$ cat config.mk
export PLATFORM = sky130hd
export DESIGN_NAME = port_pin_function_select
export DESIGN_NICKNAME = d
export VERILOG_FILES = /design/src/rtl/pin_mux_pkg.sv /design/src/rtl/osc_pin_decode.sv /design/src/rtl/port_pin_function_select.sv /design/src/rtl/timer_pin_decode.sv
export SDC_FILE = /design/constraint.sdc
export NUM_CORES = 1
export LEC_CHECK = 0
export BUFFER_PORTS_ARGS = -buffer_cell sky130_fd_sc_hd__buf_2
export CORE_MARGIN = 2
export CORE_UTILIZATION = 45
export DETAILED_ROUTE_END_ITERATION = 8
export GPL_TIMING_DRIVEN = 0
export PLACE_DENSITY = 0.72
export SYNTH_ARGS = -nofsm -noshare
export SYNTH_HDL_FRONTEND = slang
export SYNTH_SLANG_ARGS = --single-unit
$ cat constraint.sdc
create_clock -name mclk -period 2.05 [get_ports mclk]
set_clock_uncertainty 0.05 [all_clocks]
set_input_delay 0.3075 -clock mclk [delete_from_list [all_inputs] [get_ports mclk]]
set_output_delay 0.3075 -clock mclk [all_outputs]
set_load 0.05 [all_outputs]
$ cat src/rtl/pin_mux_pkg.sv
// Purpose: Shared types and constants for the port pin function selector
// Assumes: 3-bit register address, 8-bit register data
// Notes: Register layouts are carried by the packed structs below
package pin_mux_pkg;

  localparam int ADDR_W = 3;
  localparam int DATA_W = 8;

  localparam logic [2:0] ADDR_DIR = 3'h0;
  localparam logic [2:0] ADDR_PULLUP = 3'h1;
  localparam logic [2:0] ADDR_PORT_OUT = 3'h2;
  localparam logic [2:0] ADDR_TIMER_SEL = 3'h3;
  localparam logic [2:0] ADDR_IO_CTRL = 3'h4;
  localparam logic [2:0] ADDR_CLK0 = 3'h5;
  localparam logic [2:0] ADDR_CLK1 = 3'h6;
  localparam logic [2:0] ADDR_STATUS = 3'h7;

  // Main oscillator stopped after reset, crystal pins in port mode
  localparam logic [7:0] RST_PORT = 8'h00;
  localparam logic [7:0] RST_TIMER_SEL = 8'h00;
  localparam logic [7:0] RST_IO_CTRL = 8'h00;
  localparam logic [7:0] RST_CLK0 = 8'h04;
  localparam logic [7:0] RST_CLK1 = 8'h00;

  // I/O-control codes that select output compare
  localparam logic [2:0] IOC_OC_TOGGLE = 3'h1;
  localparam logic [1:0] IOC_OC_HIGH_BITS = 2'h1;

  typedef struct packed {
    logic [5:0] unused;
    logic chan_d;
    logic chan_c;
  } port_bits_t;

  typedef struct packed {
    logic unused;
    logic chan_d_pwm_mode;
    logic chan_c_pwm_mode;
    logic second_pwm_mode;
    logic chan_d_output_disable;
    logic chan_c_output_disable;
    logic chan_d_route_select;
    logic chan_c_route_select;
  } timer_sel_t;

  typedef struct packed {
    logic unused_hi;
    logic [2:0] chan_d_io_ctrl;
    logic unused_lo;
    logic [2:0] chan_c_io_ctrl;
  } io_ctrl_t;

  typedef struct packed {
    logic [4:0] unused;
    logic main_clock_stop;
    logic sub_oscillator_enable;
    logic sub_clock_select;
  } clk0_t;

  typedef struct packed {
    logic [3:0] unused;
    logic stop_mode_bit;
    logic main_feedback_disable;
    logic sub_feedback_disable;
    logic crystal_pin_select;
  } clk1_t;

  typedef struct packed {
    logic route_select;
    logic output_disable;
    logic second_pwm_mode;
    logic pwm_mode;
    logic [2:0] io_ctrl;
  } timer_chan_cfg_t;

  typedef struct packed {
    logic port_mode;
    logic main_buffer_on;
    logic main_feedback_on;
    logic main_out_pullup;
    logic sub_buffer_on;
    logic sub_feedback_on;
    logic sub_out_pullup;
    logic ext_sub_accept;
  } osc_state_t;

  typedef enum logic [4:0] {
    ROLE_GP_IN = 5'h01,
    ROLE_GP_OUT = 5'h02,
    ROLE_PWM_OUT = 5'h04,
    ROLE_OC_OUT = 5'h08,
    ROLE_CAPTURE = 5'h10
  } pin_role_t;

endpackage

$ cat src/rtl/osc_pin_decode.sv
// Purpose: Decode crystal pin pair mode from oscillator control bits
// Assumes: Inputs are register values on the same clock
// Notes: Port mode row wins over the sub-clock rows
`timescale 1ns/1ps
`default_nettype none
module osc_pin_decode (
  input wire pin_mux_pkg::clk0_t c0,
  input wire pin_mux_pkg::clk1_t c1,
  output var pin_mux_pkg::osc_state_t st
);
  always_comb begin
    st = '0;
    if (!c0.sub_oscillator_enable && c0.main_clock_stop && !c1.crystal_pin_select &&
        !c1.stop_mode_bit) begin
      st.port_mode = 1'b1;
    end else if (!c0.sub_clock_select) begin
      if (!c0.main_clock_stop) begin
        st.main_buffer_on = 1'b1;
        st.main_feedback_on = !c1.main_feedback_disable;
      end else if (c1.main_feedback_disable && c1.stop_mode_bit) begin
        st.main_out_pullup = 1'b1;
      end else begin
        st.main_feedback_on = !c1.main_feedback_disable;
      end
    end else if (c0.sub_oscillator_enable) begin
      st.sub_buffer_on = 1'b1;
      st.sub_feedback_on = !c1.sub_feedback_disable;
    end else if (!c1.sub_feedback_disable) begin
      st.sub_feedback_on = 1'b1;
      st.ext_sub_accept = !c1.stop_mode_bit;
    end else begin
      st.sub_out_pullup = c1.stop_mode_bit;
    end
  end
endmodule
`default_nettype wire

$ cat src/rtl/port_pin_function_select.sv
// Purpose: Function selection for the two timer-shared pins and crystal pins
// Assumes: Single clock mclk at 10 MHz, synchronous active-high reset
// Notes: All pin controls are registered, so they follow settings by one cycle
//
// The implementer's own choices: the address map and strobed register access.
`timescale 1ns/1ps
`default_nettype none
module port_pin_function_select (
  input wire logic mclk,
  input wire logic sys_rst,
  input wire logic [pin_mux_pkg::ADDR_W-1:0] reg_addr,
  input wire logic [pin_mux_pkg::DATA_W-1:0] reg_wr_data,
  input wire logic reg_wr,
  input wire logic reg_rd,
  output logic [pin_mux_pkg::DATA_W-1:0] reg_rd_data,
  input wire logic timer_c_wave,
  input wire logic timer_d_wave,
  input wire logic timer_chan_c_pin_in,
  output logic timer_chan_c_pin_out,
  output logic timer_chan_c_pin_oe_n,
  output logic chan_c_pin_pullup_on,
  output logic chan_c_capture_in,
  input wire logic timer_chan_d_pin_in,
  output logic timer_chan_d_pin_out,
  output logic timer_chan_d_pin_oe_n,
  output logic chan_d_pin_pullup_on,
  output logic chan_d_capture_in,
  output var pin_mux_pkg::osc_state_t osc_status
);
  pin_mux_pkg::port_bits_t dir_reg;
  pin_mux_pkg::port_bits_t pullup_reg;
  pin_mux_pkg::port_bits_t port_out_reg;
  pin_mux_pkg::timer_sel_t timer_sel_reg;
  pin_mux_pkg::io_ctrl_t io_ctrl_reg;
  pin_mux_pkg::clk0_t clk0_reg;
  pin_mux_pkg::clk1_t clk1_reg;
  pin_mux_pkg::timer_chan_cfg_t cfg_c;
  pin_mux_pkg::timer_chan_cfg_t cfg_d;
  pin_mux_pkg::pin_role_t role_c;
  pin_mux_pkg::pin_role_t role_d;
  pin_mux_pkg::osc_state_t osc_next;
  logic conflict_c;
  logic conflict_d;
  logic [1:0] sync_c;
  logic [1:0] sync_d;
  logic [pin_mux_pkg::DATA_W-1:0] rd_next;

  function automatic logic role_drives(input pin_mux_pkg::pin_role_t r);
    role_drives = (r == pin_mux_pkg::ROLE_GP_OUT) || (r == pin_mux_pkg::ROLE_PWM_OUT) ||
                  (r == pin_mux_pkg::ROLE_OC_OUT);
  endfunction

  function automatic logic role_is_input(input pin_mux_pkg::pin_role_t r);
    role_is_input = (r == pin_mux_pkg::ROLE_GP_IN) || (r == pin_mux_pkg::ROLE_CAPTURE);
  endfunction

  function automatic logic pin_value(input pin_mux_pkg::pin_role_t r, input logic wave,
                                     input logic port_bit);
    if (r == pin_mux_pkg::ROLE_PWM_OUT || r == pin_mux_pkg::ROLE_OC_OUT) begin
      pin_value = wave;
    end else begin
      pin_value = port_bit;
    end
  endfunction

  // Port registers; unused bits are forced to zero so they read as zero
  always_ff @(posedge mclk) begin
    if (sys_rst) begin
      dir_reg <= pin_mux_pkg::RST_PORT;
      pullup_reg <= pin_mux_pkg::RST_PORT;
      port_out_reg <= pin_mux_pkg::RST_PORT;
    end else if (reg_wr) begin
      if (reg_addr == pin_mux_pkg::ADDR_DIR) begin
        dir_reg <= pin_mux_pkg::port_bits_t'({6'h00, reg_wr_data[1:0]});
      end
      if (reg_addr == pin_mux_pkg::ADDR_PULLUP) begin
        pullup_reg <= pin_mux_pkg::port_bits_t'({6'h00, reg_wr_data[1:0]});
      end
      if (reg_addr == pin_mux_pkg::ADDR_PORT_OUT) begin
        port_out_reg <= pin_mux_pkg::port_bits_t'({6'h00, reg_wr_data[1:0]});
      end
    end
  end

  // Timer routing registers
  always_ff @(posedge mclk) begin
    if (sys_rst) begin
      timer_sel_reg <= pin_mux_pkg::RST_TIMER_SEL;
      io_ctrl_reg <= pin_mux_pkg::RST_IO_CTRL;
    end else if (reg_wr) begin
      if (reg_addr == pin_mux_pkg::ADDR_TIMER_SEL) begin
        timer_sel_reg <= pin_mux_pkg::timer_sel_t'({1'b0, reg_wr_data[6:0]});
      end
      if (reg_addr == pin_mux_pkg::ADDR_IO_CTRL) begin
        io_ctrl_reg <= pin_mux_pkg::io_ctrl_t'({1'b0, reg_wr_data[6:4], 1'b0, reg_wr_data[2:0]});
      end
    end
  end

  // Oscillator control registers
  always_ff @(posedge mclk) begin
    if (sys_rst) begin
      clk0_reg <= pin_mux_pkg::RST_CLK0;
      clk1_reg <= pin_mux_pkg::RST_CLK1;
    end else if (reg_wr) begin
      if (reg_addr == pin_mux_pkg::ADDR_CLK0) begin
        clk0_reg <= pin_mux_pkg::clk0_t'({5'h00, reg_wr_data[2:0]});
      end
      if (reg_addr == pin_mux_pkg::ADDR_CLK1) begin
        clk1_reg <= pin_mux_pkg::clk1_t'({4'h0, reg_wr_data[3:0]});
      end
    end
  end

  always_comb begin
    cfg_c.route_select = timer_sel_reg.chan_c_route_select;
    cfg_c.output_disable = timer_sel_reg.chan_c_output_disable;
    cfg_c.second_pwm_mode = timer_sel_reg.second_pwm_mode;
    cfg_c.pwm_mode = timer_sel_reg.chan_c_pwm_mode;
    cfg_c.io_ctrl = io_ctrl_reg.chan_c_io_ctrl;
    cfg_d.route_select = timer_sel_reg.chan_d_route_select;
    cfg_d.output_disable = timer_sel_reg.chan_d_output_disable;
    cfg_d.second_pwm_mode = timer_sel_reg.second_pwm_mode;
    cfg_d.pwm_mode = timer_sel_reg.chan_d_pwm_mode;
    cfg_d.io_ctrl = io_ctrl_reg.chan_d_io_ctrl;
  end

  timer_pin_decode u_dec_c (
    .cfg(cfg_c),
    .direction(dir_reg.chan_c),
    .role(role_c),
    .dir_conflict(conflict_c)
  );

  timer_pin_decode u_dec_d (
    .cfg(cfg_d),
    .direction(dir_reg.chan_d),
    .role(role_d),
    .dir_conflict(conflict_d)
  );

  osc_pin_decode u_osc (
    .c0(clk0_reg),
    .c1(clk1_reg),
    .st(osc_next)
  );

  // Pad levels are asynchronous; first stage feeds only the second
  always_ff @(posedge mclk) begin
    if (sys_rst) begin
      sync_c <= 2'h0;
      sync_d <= 2'h0;
    end else begin
      sync_c <= {sync_c[0], timer_chan_c_pin_in};
      sync_d <= {sync_d[0], timer_chan_d_pin_in};
    end
  end

  // Pin drive; timer wave picks up one cycle of latency here
  always_ff @(posedge mclk) begin
    if (sys_rst) begin
      timer_chan_c_pin_out <= 1'b0;
      timer_chan_c_pin_oe_n <= 1'b1;
      timer_chan_d_pin_out <= 1'b0;
      timer_chan_d_pin_oe_n <= 1'b1;
    end else begin
      timer_chan_c_pin_out <= pin_value(role_c, timer_c_wave, port_out_reg.chan_c);
      timer_chan_c_pin_oe_n <= !role_drives(role_c);
      timer_chan_d_pin_out <= pin_value(role_d, timer_d_wave, port_out_reg.chan_d);
      timer_chan_d_pin_oe_n <= !role_drives(role_d);
    end
  end

  // Pull-ups and capture feeds
  always_ff @(posedge mclk) begin
    if (sys_rst) begin
      chan_c_pin_pullup_on <= 1'b0;
      chan_d_pin_pullup_on <= 1'b0;
      chan_c_capture_in <= 1'b0;
      chan_d_capture_in <= 1'b0;
    end else begin
      chan_c_pin_pullup_on <= role_is_input(role_c) && pullup_reg.chan_c;
      chan_d_pin_pullup_on <= role_is_input(role_d) && pullup_reg.chan_d;
      // Capture sees a quiet low when the pin is not a capture source
      chan_c_capture_in <= (role_c == pin_mux_pkg::ROLE_CAPTURE) && sync_c[1];
      chan_d_capture_in <= (role_d == pin_mux_pkg::ROLE_CAPTURE) && sync_d[1];
    end
  end

  always_ff @(posedge mclk) begin
    if (sys_rst) begin
      osc_status <= '0;
    end else begin
      osc_status <= osc_next;
    end
  end

  always_comb begin
    rd_next = 8'h00;
    unique case (reg_addr)
      pin_mux_pkg::ADDR_DIR: rd_next = dir_reg;
      pin_mux_pkg::ADDR_PULLUP: rd_next = pullup_reg;
      pin_mux_pkg::ADDR_PORT_OUT: rd_next = port_out_reg;
      pin_mux_pkg::ADDR_TIMER_SEL: rd_next = timer_sel_reg;
      pin_mux_pkg::ADDR_IO_CTRL: rd_next = io_ctrl_reg;
      pin_mux_pkg::ADDR_CLK0: rd_next = clk0_reg;
      pin_mux_pkg::ADDR_CLK1: rd_next = clk1_reg;
      pin_mux_pkg::ADDR_STATUS: rd_next = {2'h0, osc_status.sub_buffer_on,
                                           osc_status.main_buffer_on, conflict_d, conflict_c,
                                           sync_d[1], sync_c[1]};
    endcase
  end

  // Read data stands only in the cycle after the strobe
  always_ff @(posedge mclk) begin
    if (sys_rst) begin
      reg_rd_data <= 8'h00;
    end else if (reg_rd) begin
      reg_rd_data <= rd_next;
    end else begin
      reg_rd_data <= 8'h00;
    end
  end
endmodule
`default_nettype wire

$ cat src/rtl/timer_pin_decode.sv
// Purpose: Decode the role of one timer-shared port pin
// Assumes: Inputs are register values on the same clock
// Notes: Purely combinational, one instance per channel
`timescale 1ns/1ps
`default_nettype none
module timer_pin_decode (
  input wire pin_mux_pkg::timer_chan_cfg_t cfg,
  input wire logic direction,
  output var pin_mux_pkg::pin_role_t role,
  output logic dir_conflict
);
  logic route_ok;
  logic pwm_hit;
  logic oc_hit;
  logic cap_hit;

  always_comb begin
    route_ok = !cfg.route_select && cfg.second_pwm_mode;
    pwm_hit = route_ok && !cfg.output_disable && cfg.pwm_mode;
    oc_hit = route_ok && !cfg.output_disable && !cfg.pwm_mode &&
             (cfg.io_ctrl == pin_mux_pkg::IOC_OC_TOGGLE ||
              cfg.io_ctrl[2:1] == pin_mux_pkg::IOC_OC_HIGH_BITS);
    // Capture ignores the output-disable bit
    cap_hit = route_ok && !cfg.pwm_mode && cfg.io_ctrl[2];
    // Timer beats the port; direction picks the role only when unclaimed
    if (pwm_hit) begin
      role = pin_mux_pkg::ROLE_PWM_OUT;
    end else if (oc_hit) begin
      role = pin_mux_pkg::ROLE_OC_OUT;
    end else if (cap_hit) begin
      role = pin_mux_pkg::ROLE_CAPTURE;
    end else if (direction) begin
      role = pin_mux_pkg::ROLE_GP_OUT;
    end else begin
      role = pin_mux_pkg::ROLE_GP_IN;
    end
    dir_conflict = cap_hit && direction;
  end
endmodule
`default_nettype wire

-- After elaboration in Yosys (flattened, before gate mapping)
Index checks and enable logic that the tools add are counted.
- add/subtract/negate cells: 0
- $mul: 0
- div/mod/pow operators: 0
- $lt $le $gt $ge: 0
- eq/ne operators: 21
- shift-type cells: 0
- muxes and demuxes: 19
- bitwise gates (word level): 4
- reductions and logical operators: 61
- operator list (operator ; count):
    8-bit case mux with 8 select lines ; 1
    5-bit 2-to-1 mux ; 6
    1-bit logical AND ; 24
    2-bit AND reduction ; 7
    1-bit zero test ; 13
    3-bit == test (second input constant) ; 4
    5-bit by 1-bit == test with 1-bit output (second input constant) ; 2
    5-bit by 2-bit == test with 1-bit output (second input constant) ; 2
    5-bit by 3-bit == test with 1-bit output (second input constant) ; 2
    5-bit by 4-bit == test with 1-bit output (second input constant) ; 2
    5-bit == test (second input constant) ; 2
    1-bit logical OR ; 10
    1-bit 2-to-1 mux ; 10
    5-bit OR reduction ; 2
    3-bit by 1-bit == test with 1-bit output (second input constant) ; 3
    3-bit by 2-bit == test with 1-bit output (second input constant) ; 2
    3-bit OR reduction ; 2
    2-bit by 1-bit == test with 1-bit output (second input constant) ; 2
    2-bit 2-to-1 mux ; 2
    1-bit inverter ; 4
    4-bit OR reduction ; 1
    3-bit zero test ; 1
    2-bit OR reduction ; 1
- flip-flop bits (word level): 54
- bits in latches: 0
- memory bits (writable): 0
- bits in read-only memories: 0
- input port bits: 19
- output and inout bits: 24
- word-level logic and storage cells: 146
- memories: 0

-- Depth between registers and ports, before layout
Gate-level depths: netlist of run 1.
- word-level depth: 11
- mapped depth: 6
- depth with buffers taken out: 3

-- Hierarchy
Synthesis of run 1 repeated with hierarchy kept, for this count alone.
- cell total of the unflattened synthesis: 243
- area total of the unflattened synthesis: 2441.1 um^2
- by module, submodules not included (module ; times used ; cells an instance ; area an instance (um^2) ; seq. area each (um^2)):
    port_pin_function_select ; 1 ; 211 ; 2190.9 ; 1061.0
    timer_pin_decode ; 2 ; 11 ; 78.8 ; 0.0
    osc_pin_decode ; 1 ; 10 ; 92.6 ; 0.0

-- Worst setup path after synthesis of run 1
Ideal clock, no wire load.
- path type: input to register
- start point: input port reg_addr[1] (netlist name)
- end point: register port_out_reg[0] (netlist name)
- setup time: 0.128 ns
- data arrival time: 1.093 ns
- required time: 1.872 ns
- slack: 0.780 ns
- stages: 5
- buffers on the path: 2
- cell sequence: buf_2 buf_4 and4bb_1 mux2i_1 nor2_1
- cells in the longest elaborated chain, start to end: 2
- ends and longest elaborated chain (what ; line ; source):
    from (decl) ; port_pin_function_select.sv:11 ; input wire logic [pin_mux_pkg::ADDR_W-1:0] reg_addr,
    3-bit by 2-bit == test with 1-bit output ; port_pin_function_select.sv:79 ; if (reg_addr == pin_mux_pkg::ADDR_PORT_OUT) begin
    2-bit AND reduction (no line) ; n/a ;
    to (signal assigned) ; port_pin_function_select.sv:71 ; port_out_reg <= pin_mux_pkg::RST_PORT;
    to (signal assigned) ; port_pin_function_select.sv:80 ; port_out_reg <= pin_mux_pkg::port_bits_t'({6'h00, reg_wr_data[1:0]});
    to (decl) ; port_pin_function_select.sv:32 ; pin_mux_pkg::port_bits_t port_out_reg;
Every way passes these cells.
A chain may end at the register's enable or synchronous reset.

-- Worst setup path after layout of run 1
- start point: register io_ctrl_reg (netlist bit cfg_d[2])
- end point: register timer_chan_d_pin_out
- cells in the longest elaborated chain, start to end: 8
- elaborated cells between the ends (all ways): 12
- those cells by class: eq/ne (4); mux (4); reduce/logical (4)
- ends and longest elaborated chain (what ; line ; source):
    from (decl) ; port_pin_function_select.sv:34 ; pin_mux_pkg::io_ctrl_t io_ctrl_reg;
    from (signal assigned) ; port_pin_function_select.sv:89 ; io_ctrl_reg <= pin_mux_pkg::RST_IO_CTRL;
    from (signal assigned) ; port_pin_function_select.sv:95 ; io_ctrl_reg <= pin_mux_pkg::io_ctrl_t'({1'b0, reg_wr_data[6:4], 1'b0, reg_wr_data[2:0]});
    3-bit by 1-bit == test with 1-bit output / 2-bit by 1-bit == test with 1-bit output (equally long branches) ; timer_pin_decode.sv:21, timer_pin_decode.sv:22 ;
    1-bit logical OR ; timer_pin_decode.sv:21 ; (cfg.io_ctrl == pin_mux_pkg::IOC_OC_TOGGLE ||
    1-bit logical AND ; timer_pin_decode.sv:20 ; oc_hit = route_ok && !cfg.output_disable && !cfg.pwm_mode &&
    5-bit 2-to-1 mux (*) ; timer_pin_decode.sv:28 ; end else if (oc_hit) begin
    5-bit 2-to-1 mux (*) ; timer_pin_decode.sv:26 ; if (pwm_hit) begin
    5-bit by 3-bit == test with 1-bit output / 5-bit by 4-bit == test with 1-bit output (equally long branches) ; port_pin_function_select.sv:59 ; if (r == pin_mux_pkg::ROLE_PWM_OUT || r == pin_mux_pkg::ROLE_OC_OUT) begin
    1-bit logical OR (*) ; port_pin_function_select.sv:59 ;
    1-bit 2-to-1 mux (*) ; port_pin_function_select.sv:59 ;
    to (signal assigned) ; port_pin_function_select.sv:169 ; timer_chan_d_pin_out <= pin_value(role_d, timer_d_wave, port_out_reg.chan_d);
    to (decl) ; port_pin_function_select.sv:24 ; output logic timer_chan_d_pin_out,
Every way passes the cells marked *; elsewhere a longest branch is shown, timed or not.

==> results by stage, run 1 <==
Timing:
- Setup repair after global routing left no endpoint under its margin.
- The post-route clock period utilization is 67.6%.
- The setup total negative slack is 0 ns.
- The worst relative slew slack is 62.5%.
- For the pin with the worst max-slew slack, the measured transition is 0.562 ns.
- The shortest clock period the worst path allows after layout is 1.39 ns.
- Based on the critical path, the design can be clocked at up to 0.721 GHz.
- Setup slack on the critical path of the routed design comes to 0.663 ns.
- The number of hold violations in the final report is 0.
- The final-report max-slew violation count came to 0.
- The total of endpoints with negative setup slack in the final report is 0.
- The hold slack is 0.157 ns.

Cells and area:
- The flip-flop count of the largest register, all copies and words added is 8.
- Leaving out filler cells and counting taps, the final layout contains 330.
- Compared with the post-synthesis result, the final layout area differs by 16.6%.
- The finished cells cover 0.00265 mm^2.
- In the final layout, the share of cells above drive strength 1 is 25.5%.
- The repair_antennas step left the layout with diodes totalling 0.
- The net count of the finished layout is 282.
- The final cell utilization of the core is 55.4%.
- osc_status holds more flip-flops than any other register.

Critical path:
- The critical path buffer and inverter count is 0.
- The critical path capture point type is a flip-flop.
- The library cell contributing the largest single delay on the critical path is sky130_fd_sc_hd__a2111oi_4.
- The startpoint identified for the worst register-to-register timing path is cfg_d[2]$_SDFFE_PP0P_.
- Data on the critical path arrives at its endpoint at 1.57 ns.
- In this design, the largest share of critical-path delay is due to compound AO/OA/AOI/OAI gates.
- Traced cell by cell, the critical path runs through o21bai_1 > a2111oi_4 > mux2i_1.
- In this run the worst path has a maximum fanout of 4.
- The largest single stage delay on the critical path is 0.52 ns.
- The worst setup path startpoint is cfg_d[2]$_SDFFE_PP0P_.
- STA puts the critical path data required time at 2.24 ns.
- The critical path class is reg2reg.
- The sort of element at the start of the critical path is a flip-flop.

Yosys:
- The unique cell type count in the Yosys netlist is 41.
- The synthesized netlist devotes 0% of its cell area to adder and majority cells.
- The post-synthesis share of cell area spent on and, or, nand and nor gates is 23.7%.
- The cell area after synthesis is 0.00227 mm^2.
- The compound-gate portion of the synthesized area is 9.85%.
- The number of synthesized register bits is 53.
- Each instance of the synthesized netlist takes up on average 10.4 um^2.
- The multiplexer share of the synthesized area is 15.1%.
- The sequential-to-total area share from yosys stat is 46.6%.
- The prevailing post-synth register cell is sky130_fd_sc_hd__dfxtp_1.
- Of the total synthesized cell area, the portion taken by XOR and XNOR cells is 0%.
- The share of synthesized flip-flops with an asynchronous set or reset is 0%.
- Synthesis produced a netlist whose cell count is 218.
- The largest family of logic cells by synthesized area is simple AND/OR/NAND/NOR gates.
- Yosys printed 0 warnings.
- The synthesized design contains 0 enable-type register cells.
- The post-synthesis net count is 237.

Clocking:
- Counting the buffers created by CTS gives 5.
- The number of levels in the clock H-tree is 2.
- The tree built by TritonCTS fans out to 53 sinks.
- The number of buffers inserted to repair setup after CTS is 0.
- The clock root buffer master is sky130_fd_sc_hd__clkbuf_8.
- TritonCTS built the clock tree.
- Clock-pin slew was measured on the worst setup and hold paths at 0.09 ns.
- The number of resized instances in the post-cts repair step is 0.
- In this run, post-CTS hold repair placed 0 buffers.
- The maximum root-to-sink buffer count is 2.
- The later pin in the worst-skew pair is clocked with a latency of 0.30 ns.

Global routing:
- Global routing used 19.6% of the available tracks across all layers.
- The via count of the first global-routing pass is 1554.
- The total congestion overflow is 0.
- The first global-routing pass estimated 8060 um of wire.
- The pin count of the biggest net entering global routing is 16.
- The initial antenna violation count is 0.

Place:
- The final estimated routing congestion in global placement is 0.876.
- The area after detailed placement is 0.00255 mm^2.
- Counting tap cells, the placed design contains a total of 323 instances.
- OpenSTA, run right after detailed placement, puts the worst setup slack at 0.581 ns.
- The count of buffers added on input and output ports is 38.
- The HPWL after detailed placement is 3660 um.

Power and ir drop:
- For this design the ratio of total power to cell area is 727 mW/mm^2.
- The worst IR drop on VDD is 0.478 mV.
- The analysis attributes to cell leakage a power of 1.16 nW.
- The design draws 1.93 mW.

Hold path:
- The origin of the worst min-delay path is timer_chan_c_pin_in.
- The class of the tightest hold or removal check is in2reg.

Route:
- The detailed router finished its first iteration with 104 violations.
- The routed wire length is 5030 um.
- The residual DRC count is 0.
- The first detailed-routing pass ran for 4 iterations.
- The detail-routed via count per cell is 5.16.
- The detail route stage leaves a number of antenna-violating nets equal to 0.
- The wire length per cell after detailed routing is 15.2 um.
- The total via count in the routed design is 1704.

Die:
- The die area is 0.00564 mm^2.
- 43 I/O pins were placed.
- The floorplan has 25 rows.
- From bottom edge to top edge, the die measures 75.1 um.
- Measured along the x axis, the die boundary spans 75.1 um.
- Once the floorplan was initialized, standard cells occupied 47.5% of the core.
- In this run the standard cell core region covers 0.00479 mm^2.

Run status:
- The run finished with clean final reports.

Run:
- Max-cap violations in this run came to 0.
## kinds of logic (layout without fill, tap and decap cells)
group,count (synthesis),in the layout
other cells,1,1
buf+inv,20,65
simple gates,86,86
mux,34,34
compound gates,24,24
flops,53,53
## power by group
group          internal [mW]  switching (mW)
sequential              1.05          0.0163
clock                  0.355           0.316
combinational         0.0741           0.118
total                   1.48           0.450
## path summary, 6_finish.rpt
kind                                                   endpoint  slack [ns]  depth (start not counted)
worst max-delay path            timer_chan_d_pin_out$_SDFF_PP0_        0.66                          3
worst min-delay path                       sync_c[0]$_SDFF_PP0_        0.16                          2
worst max register to register  timer_chan_d_pin_out$_SDFF_PP0_        0.66                          3
worst min register to register             sync_c[1]$_SDFF_PP0_        0.40                          1
## Yosys cell counts, drive strengths merged, types with 5 or more instances
library cell / instances / area [um^2]
and4bb: 5 / 62.6
buf: 10 / 66.3
clkbuf: 5 / 18.8
dfxtp: 53 / 1060
inv: 5 / 18.8
mux2i: 32 / 320
nand2: 5 / 18.8
nand2b: 7 / 43.8
nor2: 31 / 116
nor2b: 11 / 68.8
nor3: 6 / 30.0
nor4b: 5 / 65.1
## per-layer routing
layer / up-vias / GRT usage [%] / routed length [um]
met5: - / 0 / 0
met4: 0 / 6.55 / 68
met3: 6 / 4.55 / 262
met2: 51 / 29.4 / 2230
met1: 787 / 27.9 / 2460
li1: 860 / - / -
## layout make-up
cell class,count,area (um^2)
tap,67,83.8
inverter,5,18.8
timing repair buffer,38,190
clock inverter,2,35.0
buffer,15,85.1
clock buffer,5,68.8
sequential,53,1060
multi-input combinational,145,1110
fill,444,2130
## cell usage in the layout (no fill, tap or decap), types with 3 or more instances in the layout
cell and instances:
sky130_fd_sc_hd__buf_4 4, sky130_fd_sc_hd__inv_1 5, sky130_fd_sc_hd__clkbuf_8 5, sky130_fd_sc_hd__o21bai_1 4
sky130_fd_sc_hd__clkbuf_1 5, sky130_fd_sc_hd__dfxtp_1 53, sky130_fd_sc_hd__a21oi_1 3, sky130_fd_sc_hd__nor3_1 6
sky130_fd_sc_hd__nand3_1 4, sky130_fd_sc_hd__and4bb_1 3, sky130_fd_sc_hd__and3b_1 4, sky130_fd_sc_hd__nor4b_1 3
sky130_fd_sc_hd__buf_2 43, sky130_fd_sc_hd__nor2_1 31, sky130_fd_sc_hd__nor2b_1 11, sky130_fd_sc_hd__mux2i_1 32
sky130_fd_sc_hd__a2bb2oi_1 3, sky130_fd_sc_hd__nand2b_1 7, sky130_fd_sc_hd__nand2_1 5
Power figures use the tool's default switching activity.
==> run 2, diff against run 1 <==
--- a/config.mk
+++ b/config.mk
@@ -5,12 +5,13 @@
 export SDC_FILE = /design/constraint.sdc
 export NUM_CORES = 1
 export LEC_CHECK = 0
+export ABC_AREA = 1
 export BUFFER_PORTS_ARGS = -buffer_cell sky130_fd_sc_hd__buf_2
 export CORE_MARGIN = 2
 export CORE_UTILIZATION = 45
 export DETAILED_ROUTE_END_ITERATION = 8
 export GPL_TIMING_DRIVEN = 0
-export PLACE_DENSITY = 0.72
+export PLACE_DENSITY = 0.75
 export SYNTH_ARGS = -nofsm -noshare
 export SYNTH_HDL_FRONTEND = slang
 export SYNTH_SLANG_ARGS = --single-unit
==> constraint.sdc (replaced) <==
create_clock -name mclk -period 1.2 [get_ports mclk]
set_clock_uncertainty 0.05 [all_clocks]
set_input_delay 0.18 -clock mclk [delete_from_list [all_inputs] [get_ports mclk]]
set_output_delay 0.18 -clock mclk [all_outputs]
set_load 0.05 [all_outputs]
==> results by stage, run 2 <==
Clocking:
- The clock root buffer master is sky130_fd_sc_hd__clkbuf_8.
- The number of buffers inserted to repair setup after CTS is 0 (unchanged).
- The maximum root-to-sink buffer count is 2 (unchanged).
- The TritonCTS buffer count is 5 (unchanged).
- The clock-pin slew of the registers on the worst-case setup and hold paths is 0.10 ns (about the same).
- The insertion delay to the later sink of the worst-skew pair is 0.31 ns (about the same).
- The number of buffers inserted for hold repair after clock tree synthesis was 0 (unchanged).
- The number of levels in the clock H-tree is 2 (unchanged).
- The total number of clock tree sinks is 53 (unchanged).
- The CTS tree is yes.

Cells and area:
- osc_status holds more flip-flops than any other register.
- The layout overhead on the synthesized area is 19.2%.
- The top cell types in the final layout, fill and taps aside, are sky130_fd_sc_hd__dfxtp_1 (51), sky130_fd_sc_hd__nand2_1 (47), sky130_fd_sc_hd__buf_2 (43), sky130_fd_sc_hd__nor2_1 (38).
- The number of inserted diodes is 0 (unchanged).
- Leaving out fill and tap cells, the most frequent cell in the layout is sky130_fd_sc_hd__dfxtp_1.
- The number of fill cells in the layout is 427 (-3.8%).
- The number of cells in the finished layout apart from fillers came to 379 (+15%).
- The proportion of layout cells with a drive suffix above 1 is 21.1% (-4.4 points).
- The flip-flop count of the largest register, all copies and words added is 8 (unchanged).
- The final net count was 345 (+22%).
- The post-route cell area is 0.00250 mm^2 (-5.7%).
- The final cell utilization of the core is 56.7% (+1.2 points).

Critical path:
- The highest fanout seen on the critical path is 2 (-2).
- The critical path buffer and inverter count is 1 (+1).
- The critical path data required time is 0.97 ns (-1.27 ns).
- The maximum cell stage delay along the critical path is 0.37 ns (-0.15 ns).
- The kind of cell with the highest combined delay along the critical path is flip-flops.
- The slowest stage of the critical path belongs to the cell sky130_fd_sc_hd__dfxtp_1.
- The arrival time at the worst endpoint is 0.95 ns (-0.62 ns).
- STA classifies the critical path endpoint as an output port.
- Walking the worst path, the cells encountered are buf_2.
- The worst setup path is launched from a flip-flop.
- The setup path with the least slack is of type reg2out.

Power and ir drop:
- The combinational share of power is 9.6% (-0.3 points).
- The total net switching power is 0.826 mW (+84%).
- The clock power share is 36.5% (+1.7 points).
- The switching power as a share of total power came to 24.3% (+0.96 points).
- The worst IR drop on VDD is 0.563 mV (+18%).
- The leakage power figure came to 1.11 nW (-4.3%).
- The ratio of total power to cell area came to 1360 mW/mm^2 (+87%).
- The fraction of power consumed by sequential logic is 54.0% (-1.3 points).
- The internal power was 2.58 mW (+74%).

Yosys:
- The unique cell type count in the Yosys netlist is 22 (-46%).
- The post-synthesis net count was 299 (+26%).
- The per-instance average area after synthesis is 7.49 um^2 (-28%).
- The number of instances in the synthesized netlist was 280 (+28%).
- The number of synthesized register bits is 53 (unchanged).
- By count the netlist is led by sky130_fd_sc_hd__dfxtp_1 (53), sky130_fd_sc_hd__nand2_1 (47), sky130_fd_sc_hd__nor2_1 (40).
- The share of synthesized flip-flops with an asynchronous set or reset is 0% (unchanged).
- The prevailing post-synth register cell is sky130_fd_sc_hd__dfxtp_1.
- sky130_fd_sc_hd__dfxtp_1 takes more of the synthesized area than any other cell.
- The sequential-to-total area share from yosys stat is 50.6% (+3.9 points).
- The area share of the leading cell type in the synthesized netlist is 50.6% (+3.9 points).
- In the post-synthesis netlist, the biggest area contributors are sky130_fd_sc_hd__dfxtp_1 (51%), sky130_fd_sc_hd__nand2_1 (8.4%), sky130_fd_sc_hd__nor2_1 (7.2%).
- The cell area after synthesis was 0.00210 mm^2 (-7.8%).
- The number of enable flip-flop cells after synthesis is 0 (unchanged).
- The most common cell in the synthesized netlist is sky130_fd_sc_hd__dfxtp_1.
- The number of warning messages in the yosys log was 0 (unchanged).

Die:
- The boundary pin count came to 43 (unchanged).
- The floorplan die width was 72.3 um (-3.7%).
- The initial cell density of the core is 47.5% (about the same).
- The floorplan row count is 24 (-4.0%).
- The core region area is 0.00441 mm^2 (-7.8%).
- The die area was 0.00523 mm^2 (-7.3%).
- The die extent in y is 72.3 um (-3.7%).

Hold path:
- The class of the tightest hold or removal check is in2reg.

Global routing:
- The pin count of the biggest net entering global routing was 16 (unchanged).
- The global-route wire length before repair is 8000 um (-0.77%).
- The via count of the first global-routing pass came to 1736 (+12%).
- The total congestion overflow is 0 (unchanged).
- The total global-route track usage was 20.3% (+0.66 points).
- The initial antenna violation count is 0 (unchanged).

Route:
- The routed wire length is 5010 um (-0.26%).
- The detail-routed via count per cell is 5.25 (+1.6%).
- The wire length per cell after detailed routing is 13.2 um (-13%).
- The number of optimization iterations in the first detailed-route pass is 4 (unchanged).
- The number of DRC markers after the initial detailed-route iteration is 140 (+35%).
- The final antenna-violating net count was 0 (unchanged).
- The residual DRC count came to 0 (unchanged).
- The total via count in the routed design is 1989 (+17%).

Timing:
- The total of endpoints with negative setup slack in the final report is 0 (unchanged).
- The post-route clock period utilization is 98.7%.
- Based on the critical path, the design can be clocked at up to 0.844 GHz.
- The worst relative slew slack came to 65.6% (+3.1 points).
- The shortest clock period the worst path allows after layout is 1.18 ns.
- Setup repair after global routing could not meet its margin everywhere.
- The final-report max-slew violation count is 0 (unchanged).
- The slew at the pin closest to its max-slew limit is 0.516 ns (-0.0459 ns).
- The number of hold violations in the final report was 0 (unchanged).

Run:
- The max-capacitance violation count came to 0 (unchanged).

Place:
- The post-detailed-placement half-perimeter wirelength is 3730 um (+1.9%).
- The number of port buffers came to 39 (+2.6%).
- The count of placed standard cells including taps is 371 (+15%).
- The final estimated routing congestion in global placement is 0.947 (+8.1%).
- The area after detailed placement is 0.00236 mm^2 (-7.5%).

Run status:
- The flow ran to the end, and the final reports show no timing, DRC or antenna violations.
## run 2: cell types whose count changed after synthesis, moves of 5 or more
cell                       before  now
sky130_fd_sc_hd__nor2b_1       11    0
sky130_fd_sc_hd__nor2_1        31   40
sky130_fd_sc_hd__a21oi_1        3   24
sky130_fd_sc_hd__nand4_1        0   18
sky130_fd_sc_hd__mux2i_1       32    0
sky130_fd_sc_hd__nand3_1        4   21
sky130_fd_sc_hd__nand2b_1       7    0
sky130_fd_sc_hd__nand2_1        5   47
sky130_fd_sc_hd__o21ai_0        0   19
sky130_fd_sc_hd__inv_1          5   24
sky130_fd_sc_hd__inv_2          0    5
## run 2: logic make-up after synthesis
group                  Yosys count  share of synthesized area, %
AO/OA/AOI/OAI                   50                          12.2
AND/OR/NAND/NOR                136                          29.1
flip-flops                      53                          50.6
other                            1                         0.179
buffers and inverters           40                          7.99
## run 2: layer usage
| metal | wire [um] | GRT usage (%) | up-vias |
|---|---|---|---|
| li1 | - | - | 1015 |
| met1 | 2210 | 26.6 | 896 |
| met2 | 2370 | 32.6 | 68 |
| met3 | 317 | 4.17 | 10 |
| met4 | 114 | 8.39 | 0 |
| met5 | 0 | 0 | - |
## run 2: what timing repair did
item                                    in CTS  in global routing
pin swaps                                    0                  0
resized for setup                            2                  9
endpoints found under the setup margin       3                 10
gates cloned                                 0                  0
## run 2: worst min-delay path, delay by kind of cell
family | cells | cell delay [ns]
buffers and inverters | 2 | 0.13
and+or+nand+nor | 1 | 0.03
## run 2: power groups by stage
stage          Clock, mW  Combinational, mW  Sequential [mW]
6_report            1.24              0.326             1.84
5_1_grt             1.31              0.360             1.84
4_1_cts             1.25              0.321             1.83
3_5_place_dp           0              0.319             1.88
3_3_place_gp           0              0.317             1.87
2_1_floorplan          0              0.168             1.92
## run 2: path summary, 6_finish.rpt
| check | start | endpoint | slack [ns] | cells after the start |
|---|---|---|---|---|
| worst min register to register | sync_c[0]$_SDFF_PP0_ | sync_c[1]$_SDFF_PP0_ | 0.36 | 2 |
| worst max register to register | cfg_d[0]$_SDFFE_PP0P_ | timer_chan_d_pin_oe_n$_SDFF_PP1_ | 0.08 | 5 |
| worst min-delay path | timer_chan_d_pin_in | sync_d[0]$_SDFF_PP0_ | 0.02 | 3 |
| worst max-delay path | osc_status[3]$_SDFF_PP0_ | osc_status[3] | 0.02 | 1 |
## run 2: area by class of cell
| class | count | area (um^2) | area share, % |
|---|---|---|---|
| buffer | 11 | 58.8 | 2.35 |
| clock buffer | 7 | 86.3 | 3.45 |
| clock inverter | 1 | 30.0 | 1.20 |
| inverter | 29 | 109 | 4.35 |
| multi-input combinational | 187 | 891 | 35.6 |
| sequential | 53 | 1060 | 42.5 |
| tap | 52 | 65.1 | 2.60 |
| timing repair buffer | 39 | 198 | 7.90 |
## run 2: through the flow
stage	hold slack, ns	setup TNS, ns	power, mW	worst slack [ns]
floorplan	0.237	0	2.08	0.194
detailed placement	0.349	-0.523	2.19	-0.0694
finish	0.0176	0	3.40	0.0155
global route	0.0353	-0.0295	3.51	-0.0289
global placement	0.332	-0.445	2.19	-0.0683
CTS	0.0208	0	3.40	0.000488
